===== config.mk =====
export PLATFORM = sky130hd
export DESIGN_NAME = tsc_status_regs
export DESIGN_NICKNAME = d
export VERILOG_FILES = /design/src/tsc_pkg.sv /design/src/tsc_ctrl_if.sv /design/src/tsc_osc_counters.sv /design/src/tsc_rgmii_clkgen.sv /design/src/tsc_status_regs.sv
export SDC_FILE = /design/constraint.sdc
export NUM_CORES = 1
export LEC_CHECK = 0
export ABC_CLOCK_PERIOD_IN_PS = 4170
export BUFFER_PORTS_ARGS = -buffer_cell sky130_fd_sc_hd__buf_2
export CORE_ASPECT_RATIO = 0.75
export CORE_MARGIN = 10
export CORE_UTILIZATION = 42
export DETAILED_ROUTE_END_ITERATION = 8
export PLACE_DENSITY_LB_ADDON = 0.12
export SLEW_MARGIN = 25
export SYNTH_ARGS = -nofsm -noshare
export SYNTH_HDL_FRONTEND = slang
export SYNTH_SLANG_ARGS = --single-unit

===== constraint.sdc =====
create_clock -name clock -period 4.17 [get_ports clock]
set_input_delay 1.0425 -clock clock [delete_from_list [all_inputs] [get_ports clock]]
set_output_delay 1.0425 -clock clock [all_outputs]
set_load 0.01 [all_outputs]

===== src/tsc_pkg.sv =====
/*
  Shared constants for the tile status configuration bank.
  Assumes a single core clock; register numbers follow the processor-status
  resource numbering.
*/
package tsc_pkg;
  // resource identifier = register number shifted left 8, ored with the type
  localparam logic [7:0]  TSC_RES_TYPE     = 8'h0B;
  localparam int          TSC_RES_NUM_LSB  = 8;
  localparam logic [7:0]  TSC_REG_VECTOR   = 8'h01;
  localparam logic [7:0]  TSC_REG_TILECTL  = 8'h02;
  localparam logic [7:0]  TSC_REG_BOOT     = 8'h03;
  localparam logic [7:0]  TSC_REG_SECURITY = 8'h05;
  localparam logic [7:0]  TSC_REG_OSCCTL   = 8'h06;
  localparam logic [7:0]  TSC_REG_OSCDATA0 = 8'h07;
  localparam int          TSC_OSC_NUM      = 4;
  localparam int          TSC_OSC_WIDTH    = 16;

  // writable masks, everything else reads zero
  localparam logic [31:0] TSC_VECTOR_MASK  = 32'hFFFC0000;
  localparam logic [31:0] TSC_TILECTL_MASK = 32'h03FFFF36;
  localparam logic [31:0] TSC_SECURE_MASK  = 32'h80005FB1;
  localparam logic [31:0] TSC_OSCCTL_MASK  = 32'h00000003;
  localparam logic [31:0] TSC_ZERO         = 32'h00000000;

  // field positions
  localparam int TSC_VEC_HI_LSB   = 16;
  localparam int TSC_RG_DLY_LSB   = 18;
  localparam int TSC_RG_DIV_LSB   = 9;
  localparam int TSC_RG_EN_BIT    = 8;
  localparam int TSC_DIV_DYN_BIT  = 5;
  localparam int TSC_DIV_EN_BIT   = 4;
  localparam int TSC_USB_MODE_BIT = 2;
  localparam int TSC_ULPI_EN_BIT  = 1;
  localparam int TSC_BOOT_PROC_LSB = 16;
  localparam int TSC_BOOT_C1_BIT  = 5;
  localparam int TSC_BOOT_NOPOLL_BIT = 4;
  localparam int TSC_BOOT_RAM_BIT = 3;
  localparam int TSC_BOOT_JTAG_BIT = 2;
  localparam int TSC_SEC_WDIS_BIT = 31;
  localparam int TSC_SEC_GDBG_BIT = 14;
  localparam int TSC_SEC_MLOCK_BIT = 12;
  localparam int TSC_SEC_SLOCK_LSB = 8;
  localparam int TSC_SEC_REDUN_BIT = 7;
  localparam int TSC_SEC_SBOOT_BIT = 5;
  localparam int TSC_SEC_PLLJ_BIT = 4;
  localparam int TSC_SEC_JTAG_BIT = 0;
  localparam int TSC_OSC_CORE_BIT = 1;
  localparam int TSC_OSC_PERI_BIT = 0;

  localparam logic [8:0] TSC_DIV_ZERO = 9'h000;
  localparam logic [7:0] TSC_DLY_ZERO = 8'h00;
endpackage : tsc_pkg


===== src/tsc_ctrl_if.sv =====
/*
  Control and status wires between the register bank and its helpers.
  Assumes all parties share the core clock.
*/
`timescale 1ns/10ps
interface tsc_ctrl_if;
  logic [8:0]  rgmii_divider;
  logic [7:0]  rgmii_delay;
  logic        rgmii_enable;
  logic        rgmii_clk;
  logic        rgmii_launch;
  logic [3:0]  osc_run;
  logic [63:0] osc_counts;

  modport bank (output rgmii_divider, output rgmii_delay, output rgmii_enable,
                output osc_run, input rgmii_clk, input rgmii_launch, input osc_counts);
  modport rgmii (input rgmii_divider, input rgmii_delay, input rgmii_enable,
                 output rgmii_clk, output rgmii_launch);
  modport osc (input osc_run, output osc_counts);
endinterface : tsc_ctrl_if


===== src/tsc_osc_counters.sv =====
/*
  Four oscillator counters, each advanced by its own oscillator edge strobe.
  Assumes the strobes arrive already aligned to the core clock. Counts are
  deliberately kept through reset.
*/
`timescale 1ns/10ps
module tsc_osc_counters #(
  parameter int NUM   = 4,
  parameter int WIDTH = 16
) (
  // clock
  input wire logic            clock,
  input wire logic            clock_en,
  // oscillator edges
  input wire logic [NUM-1:0]  osc_edge,
  // control
  tsc_ctrl_if.osc             ctl
);
  import tsc_pkg::*;

  typedef struct packed {
    logic [NUM-1:0][WIDTH-1:0] count;
  } tsc_osc_state_t;

  tsc_osc_state_t st_reg;
  tsc_osc_state_t st_next;

  always_comb begin
    st_next = st_reg;
    for (int i = 0; i < NUM; i++) begin
      if (ctl.osc_run[i] && osc_edge[i]) begin
        st_next.count[i] = st_reg.count[i] + {{(WIDTH-1){1'b0}}, 1'b1};
      end
    end
  end

  // no reset: the count survives a system reset
  always_ff @(posedge clock) begin
    if (clock_en) begin
      st_reg <= st_next;
    end
  end

  assign ctl.osc_counts = st_reg.count;
endmodule : tsc_osc_counters


===== src/tsc_rgmii_clkgen.sv =====
/*
  RGMII transmit clock divider and data launch delay.
  Assumes the core clock stands in for the PLL output.
*/
`timescale 1ns/10ps
module tsc_rgmii_clkgen (
  // clock and reset
  input wire logic clock,
  input wire logic reset_n,
  input wire logic clock_en,
  // control
  tsc_ctrl_if.rgmii ctl
);
  import tsc_pkg::*;

  typedef struct packed {
    logic [8:0] count;
    logic       clk;
    logic [7:0] delay_left;
    logic       delay_run;
    logic       launch;
  } tsc_rg_state_t;

  tsc_rg_state_t st_reg;
  tsc_rg_state_t st_next;

  always_comb begin
    st_next = st_reg;
    st_next.launch = 1'b0;
    if (!ctl.rgmii_enable) begin
      st_next.count = TSC_DIV_ZERO;
      st_next.clk = 1'b0;
      st_next.delay_run = 1'b0;
    end else begin
      if (st_reg.count == ctl.rgmii_divider) begin
        st_next.count = TSC_DIV_ZERO;
        st_next.clk = 1'b1;
        st_next.delay_left = ctl.rgmii_delay;
        st_next.delay_run = 1'b1;
      end else begin
        st_next.count = st_reg.count + 9'h001;
      end
      if (st_reg.count == (ctl.rgmii_divider >> 1)) begin
        st_next.clk = 1'b0;
      end
      // data launches a programmable number of cycles after the rising edge
      if (st_reg.delay_run && st_reg.count != ctl.rgmii_divider) begin
        if (st_reg.delay_left == TSC_DLY_ZERO) begin
          st_next.launch = 1'b1;
          st_next.delay_run = 1'b0;
        end else begin
          st_next.delay_left = st_reg.delay_left - 8'h01;
        end
      end
    end
  end

  always_ff @(posedge clock or negedge reset_n) begin
    if (!reset_n) begin
      st_reg <= '0;
    end else if (clock_en) begin
      st_reg <= st_next;
    end
  end

  assign ctl.rgmii_clk = st_reg.clk;
  assign ctl.rgmii_launch = st_reg.launch;
endmodule : tsc_rgmii_clkgen


===== src/tsc_status_regs.sv =====
/*
  Processor-status configuration bank for one tile: vector base, tile
  control, boot status, security word, oscillator control and counters.
  Assumes the processor issues one read or write per cycle on the status
  port, all inputs synchronous to clock; oscillator edges are pre-aligned.
*/
`timescale 1ns/10ps
module tsc_status_regs #(
  parameter int OSC_NUM   = tsc_pkg::TSC_OSC_NUM,
  parameter int OSC_WIDTH = tsc_pkg::TSC_OSC_WIDTH
) (
  // clock and reset
  input  wire logic          clock,
  input  wire logic          reset_n,
  input  wire logic          clock_en,
  // processor-status access
  input  wire logic          ps_write,
  input  wire logic          ps_read,
  input  wire logic [15:0]   ps_resource_id,
  input  wire logic [31:0]   ps_wdata,
  output logic      [31:0]   ps_rdata,
  output logic               ps_rvalid,
  // event vectoring
  input  wire logic          event_take,
  input  wire logic [15:0]   event_vector,
  output logic      [31:0]   event_target,
  output logic               event_target_valid,
  // boot status sources
  input  wire logic [7:0]    processor_number,
  input  wire logic          second_core_powered_off,
  input  wire logic          otp_poll_disable,
  input  wire logic          boot_from_ram,
  input  wire logic          boot_from_jtag,
  input  wire logic [1:0]    pll_mode_pin_value,
  // security word from programmable memory
  input  wire logic          otp_security_load,
  input  wire logic [31:0]   otp_security_word,
  // thread activity
  input  wire logic          all_threads_paused,
  // oscillator edges
  input  wire logic [3:0]    osc_edge,
  // tile feature controls
  output logic               rgmii_enable,
  output logic               rgmii_tx_clk,
  output logic               rgmii_tx_launch,
  output logic               low_power_divide,
  output logic               usb_utmi_select,
  output logic               ulpi_enable,
  // security controls
  output logic               global_debug_disable,
  output logic               jtag_tap_disable,
  output logic               otp_master_lock,
  output logic      [3:0]    otp_sector_lock,
  output logic               otp_redundancy_enable,
  output logic               secure_boot_override,
  output logic               jtag_config_disable
);
  import tsc_pkg::*;

  generate
    if (OSC_NUM != TSC_OSC_NUM || OSC_WIDTH != TSC_OSC_WIDTH) begin : g_bad
      $error("oscillator bank must be four counters of sixteen bits");
    end
  endgenerate

  typedef struct packed {
    logic [31:0] vector;
    logic [31:0] tilectl;
    logic [31:0] boot;
    logic [31:0] secure;
    logic [31:0] oscctl;
    logic [31:0] rdata;
    logic        rvalid;
    logic [31:0] target;
    logic        target_valid;
    logic        lp_divide;
    logic        rg_clk;
    logic        rg_launch;
  } tsc_bank_state_t;

  tsc_bank_state_t st_reg;
  tsc_bank_state_t st_next;

  tsc_ctrl_if ctl ();

  // matches a processor-status resource id against a register number
  function automatic logic tsc_hit(input logic [15:0] rid, input logic [7:0] num);
    tsc_hit = (rid[7:0] == TSC_RES_TYPE) &&
              (rid[TSC_RES_NUM_LSB +: 8] == num);
  endfunction : tsc_hit

  // read data for a resource id; unmapped ids read zero
  function automatic logic [31:0] tsc_read(input logic [15:0] rid,
                                           input tsc_bank_state_t s,
                                           input logic [63:0] counts);
    logic [31:0] r;
    r = TSC_ZERO;
    if (tsc_hit(rid, TSC_REG_VECTOR)) begin
      r = s.vector & TSC_VECTOR_MASK;
    end
    if (tsc_hit(rid, TSC_REG_TILECTL)) begin
      r = s.tilectl & TSC_TILECTL_MASK;
    end
    if (tsc_hit(rid, TSC_REG_BOOT)) begin
      r = s.boot;
    end
    if (tsc_hit(rid, TSC_REG_SECURITY)) begin
      r = s.secure & TSC_SECURE_MASK;
    end
    if (tsc_hit(rid, TSC_REG_OSCCTL)) begin
      r = s.oscctl & TSC_OSCCTL_MASK;
    end
    for (int i = 0; i < TSC_OSC_NUM; i++) begin
      if (tsc_hit(rid, TSC_REG_OSCDATA0 + 8'(i))) begin
        r = {16'h0000, counts[i*TSC_OSC_WIDTH +: TSC_OSC_WIDTH]};
      end
    end
    tsc_read = r;
  endfunction : tsc_read

  always_comb begin
    st_next = st_reg;
    st_next.rvalid = 1'b0;
    st_next.target_valid = 1'b0;

    // boot status follows its sources; it has no write path
    st_next.boot = TSC_ZERO;
    st_next.boot[TSC_BOOT_PROC_LSB +: 8] = processor_number;
    st_next.boot[TSC_BOOT_C1_BIT] = second_core_powered_off;
    st_next.boot[TSC_BOOT_NOPOLL_BIT] = otp_poll_disable;
    st_next.boot[TSC_BOOT_RAM_BIT] = boot_from_ram;
    st_next.boot[TSC_BOOT_JTAG_BIT] = boot_from_jtag;
    st_next.boot[1:0] = pll_mode_pin_value;

    if (ps_write) begin
      if (tsc_hit(ps_resource_id, TSC_REG_VECTOR)) begin
        st_next.vector = ps_wdata & TSC_VECTOR_MASK;
      end
      if (tsc_hit(ps_resource_id, TSC_REG_TILECTL)) begin
        st_next.tilectl = ps_wdata & TSC_TILECTL_MASK;
      end
      // once locked, the word only changes through reset or a memory reload
      if (tsc_hit(ps_resource_id, TSC_REG_SECURITY) &&
          !st_reg.secure[TSC_SEC_WDIS_BIT]) begin
        st_next.secure = ps_wdata & TSC_SECURE_MASK;
      end
      if (tsc_hit(ps_resource_id, TSC_REG_OSCCTL)) begin
        st_next.oscctl = ps_wdata & TSC_OSCCTL_MASK;
      end
    end

    // the hardware copy from programmable memory wins over a same-cycle write
    if (otp_security_load) begin
      st_next.secure = otp_security_word & TSC_SECURE_MASK;
    end

    if (ps_read) begin
      st_next.rdata = tsc_read(ps_resource_id, st_reg, ctl.osc_counts);
      st_next.rvalid = 1'b1;
    end

    if (event_take) begin
      st_next.target = {st_reg.vector[31:TSC_VEC_HI_LSB], event_vector};
      st_next.target_valid = 1'b1;
    end

    // static mode always divides; dynamic mode waits for every thread to pause
    st_next.lp_divide = st_reg.tilectl[TSC_DIV_EN_BIT] &&
                        (!st_reg.tilectl[TSC_DIV_DYN_BIT] ||
                         all_threads_paused);

    st_next.rg_clk = ctl.rgmii_clk;
    st_next.rg_launch = ctl.rgmii_launch;
  end

  always_ff @(posedge clock or negedge reset_n) begin
    if (!reset_n) begin
      st_reg <= '0;
    end else if (clock_en) begin
      st_reg <= st_next;
    end
  end

  // helper control wiring
  assign ctl.rgmii_divider = st_reg.tilectl[TSC_RG_DIV_LSB +: 9];
  assign ctl.rgmii_delay = st_reg.tilectl[TSC_RG_DLY_LSB +: 8];
  assign ctl.rgmii_enable = st_reg.tilectl[TSC_RG_EN_BIT];
  // core oscillators are counters 0 and 1, peripheral ones 2 and 3
  assign ctl.osc_run = {{2{st_reg.oscctl[TSC_OSC_PERI_BIT]}},
                        {2{st_reg.oscctl[TSC_OSC_CORE_BIT]}}};

  tsc_rgmii_clkgen u_rgmii (
    .clock    (clock),
    .reset_n  (reset_n),
    .clock_en (clock_en),
    .ctl      (ctl.rgmii)
  );

  // edges are taken as already aligned to clock; no synchroniser stands in front of the counters
  tsc_osc_counters #(
    .NUM   (OSC_NUM),
    .WIDTH (OSC_WIDTH)
  ) u_osc (
    .clock    (clock),
    .clock_en (clock_en),
    .osc_edge (osc_edge),
    .ctl      (ctl.osc)
  );

  // outputs
  assign ps_rdata = st_reg.rdata;
  assign ps_rvalid = st_reg.rvalid;
  assign event_target = st_reg.target;
  assign event_target_valid = st_reg.target_valid;
  assign rgmii_enable = st_reg.tilectl[TSC_RG_EN_BIT];
  assign rgmii_tx_clk = st_reg.rg_clk;
  assign rgmii_tx_launch = st_reg.rg_launch;
  assign low_power_divide = st_reg.lp_divide;
  assign usb_utmi_select = st_reg.tilectl[TSC_USB_MODE_BIT];
  assign ulpi_enable = st_reg.tilectl[TSC_ULPI_EN_BIT];
  assign global_debug_disable = st_reg.secure[TSC_SEC_GDBG_BIT];
  assign jtag_tap_disable = st_reg.secure[TSC_SEC_JTAG_BIT];
  assign otp_master_lock = st_reg.secure[TSC_SEC_MLOCK_BIT];
  assign otp_sector_lock = st_reg.secure[TSC_SEC_SLOCK_LSB +: 4];
  assign otp_redundancy_enable = st_reg.secure[TSC_SEC_REDUN_BIT];
  assign secure_boot_override = st_reg.secure[TSC_SEC_SBOOT_BIT];
  assign jtag_config_disable = st_reg.secure[TSC_SEC_PLLJ_BIT];
endmodule : tsc_status_regs


==> impl_metrics.yaml <==
setup_path:
  critPathRequiredTime_ns: 4.53
  path_cells: "buf_2 > mux4_2 > and2_1 > a2111oi_0 > o31ai_2"
  path_delay_family: "compound AO/OA/AOI/OAI gates"
  crit_slowest_cell: "a2111oi_0"
  crit_type: "input pin to register"
  crit_arrival_ns: 3.34
  start_kind: "input pin"
  cp_num_buf_inv: 1
  crit_path_max_incr_delay_ns: 0.87
  regToRegSetupSlack_ns: 1.88
  cp-end-kind: "register"
  worstPathMaxFanout: 26
global_routing:
  overflow: 0
  grt_max_degree: 84
  grtUsageTotal_pct: 18.48
  grt_pass1_wl_um: 47680
  grt_pass1_vias: 7635
  antenna_found_initial: 1
timing:
  fin_ws_ns: 1.193
  max_freq_mhz: 336.0
  setup_violations: 0
  rsz0062_at_grt: "false"
  drv_slew: 0
  fin_crit_sh_pct: 71.38
  worstMarginPinSlew_ns: 1.040
  finalHoldViolCount: 0
  fin_worst_skew_ns: 0.01093
  timing.final.crit_period_ns: 2.977
  relSlewSlack_pct: 28.89
  finalSetupTns_ns: 0
route:
  drc: 0
  viasPerCell: 5.384
  wirelength_um: 31290
  ant_nets: 0
  wl_per_cell_um: 22.13
  drtIter0Drc: 558
  vias: 7613
  first_pass_iters: 5
power:
  peakVddDrop_mv: 0.2781
  p_comb_share_pct: 9.1
  cellPowerDensity_mw_per_mm2: 382.1
  switching_share_pct: 24.20
  power.total_uw: 4817
  clockPowerShare_pct: 43.3
  internal-power_uw: 3651
  leakage_uw: 0.005613
  p_seq_share_pct: 47.5
  p_sw_uw: 1166
floorplan:
  row_count: 51
  design.core.area_mm2: 0.02591
  die_y_um: 160.2
  ioPinCount: 204
  fp.dieW_um: 207.0
  start_util_pct: 42.49
  fp.dieArea_mm2: 0.03316
logic_synthesis:
  syn_inst: 929
  avgSynthCellArea_um2: 11.85
  yosys_most_used_dff: "dfrtp_1"
  synthTopCellsByArea: "dfrtp_1 (34%), edfxtp_1 (17%), mux2_2 (8.7%)"
  synth_seq_cells: 214
  netlist_area_mm2: 0.01101
  synth_cell_types: 77
  ys_warn_count: 0
  synthArstFlopShare_pct: 70.09
  yosysTopAreaCellShare_pct: 34.09
  synth_edf_count: 64
  yosysTopAreaCell: "dfrtp_1"
  ys_seq_area_share_pct: 51.55
cells_and_area:
  fin_util_pct: 48.66
  num-fill-cells: 2393
  synthToLayoutAreaGrowth_pct: 14.50
  fin_nets: 1180
  largest_reg_flops: 64
  final_layout_size_suffix_gt1_share_pct: 33.96
place:
  pre_cts_slack_ns: 0.7976
  portBuffers: 178
  dp_hpwl_um: 23680
  finalWeightedCongestion: 0.8695
min_path:
  min_path_type: "register to register"
clocking:
  clk_path_buf_depth: 3
  cts_sinks: 214
  clk_pin_slew_ns: 0.06
  cts_tree: "done"
  cts_hold_buf: 0
  cts_setup_buffers: 0
  ctsResizeCount: 0
  cts-root-buf: "clkbuf_16"
  worstSkewPairLatency_ns: 0.52
  cts_buffers: 24
  cts-htree-levels: 1
status:
  outcome: "finished, final reports clean"
flow_run:
  maxCapViolations: 0
[final timing paths]
kind,depth (start not counted),from,endpoint
setup reg to reg,7,u_rgmii.st_reg[2],u_rgmii.st_reg[8]
hold / removal,2,ps_rdata[15],ps_rdata[15]
max in group asynchronous,2,reset_n,event_target[25]
min in group asynchronous,1,reset_n,u_rgmii.st_reg[17]
setup / recovery,5,ps_resource_id[8],ps_rdata[1]
hold reg to reg,2,ps_rdata[15],ps_rdata[15]
[synth_stat cells (4+ instances only)]
master	n
mux2_4	20
and3_1	27
clkbuf_1	20
edfxtp_1	64
nor3_1	12
a21oi_1	31
nand2b_1	4
mux2i_1	9
xnor2_1	61
buf_4	69
and2_1	6
o211ai_1	6
xor2_1	14
ha_1	7
nand2_1	52
a22o_1	28
nor2_1	35
nand3_1	44
buf_1	6
a221oi_1	7
a2bb2oi_1	5
o21ai_0	29
nand4_1	10
mux2_2	85
nor2b_1	7
inv_1	18
a22oi_1	18
dfrtp_1	150
buf_2	5
[through the flow]
step                      hold slack, ns  instance area [um2]  instances
after global routing              0.4949                12610       1414
after detailed placement          0.4681                11830       1369
after CTS                         0.4834                12600       1413
final                             0.4761                12610       1414
after floorplan                   0.4510                11010        930
after global placement            0.4597                11830       1369
[worst min-delay path, cell delays in order, from the launching register on]
cell,delay [ns]
dfrtp_1,0.33
nand2_1,0.05
o21ai_0,0.06
[logic make-up (layout without fill, tap and decap cells)]
kind of cell | Yosys count | in the layout | synth area share, %
adders and majority gates | 7 | 7 | 0.7955
muxes | 115 | 115 | 12.44
other | 1 | 3 | 0.03406
DFF | 214 | 214 | 51.55
xor gates and xnor gates | 75 | 75 | 5.967
AOI/OAI and AO/OA | 159 | 159 | 10.13
buffers and inverters | 121 | 260 | 6.819
and+or+nand+nor | 237 | 237 | 12.26
[per-layer routing]
layer / global-route usage (%) / share of wire [%]
met5: 0 / 0
met4: 3.253 / 1.3
met3: 3.316 / 6.9
met2: 25.38 / 41
met1: 29.35 / 51
[power groups by stage]
stage	combinational, uW	sequential [uW]	clock, uW
2_1_floorplan	286	2310	0
3_3_place_gp	444	2330	0
3_5_place_dp	445	2330	0
4_1_cts	446	2290	2130
5_1_grt	481	2300	2230
6_report	439	2290	2090
[cells in the final DEF, fill, tap and decap left out, types with 19 or more instances in the layout]
cell type / Yosys / routed
mux2_4: 20 / 20
xnor2_1: 61 / 61
buf_4: 69 / 19
dfrtp_1: 150 / 150
a21oi_1: 31 / 31
nand2_1: 52 / 52
a22o_1: 28 / 28
mux2_2: 85 / 85
nor2_1: 35 / 35
and3_1: 27 / 27
edfxtp_1: 64 / 64
clkbuf_16: 0 / 26
buf_2: 5 / 177
o21ai_0: 29 / 29
nand3_1: 44 / 44
[cell type report]
| cell class | count | area (um2) | share of cell area, % |
|---|---|---|---|
| Antenna cell | 1 | 2.502 | 0.01985 |
| Clock buffer | 32 | 693.2 | 5.499 |
| Clock inverter | 12 | 83.83 | 0.6650 |
| Inverter | 18 | 67.56 | 0.5360 |
| Multi-Input combinational cell | 595 | 4593 | 36.44 |
| Sequential cell | 214 | 5675 | 45.02 |
| Tap cell | 344 | 430.4 | 3.414 |
| Timing Repair Buffer | 198 | 1060 | 8.407 |
Power figures use the tool's default switching activity.
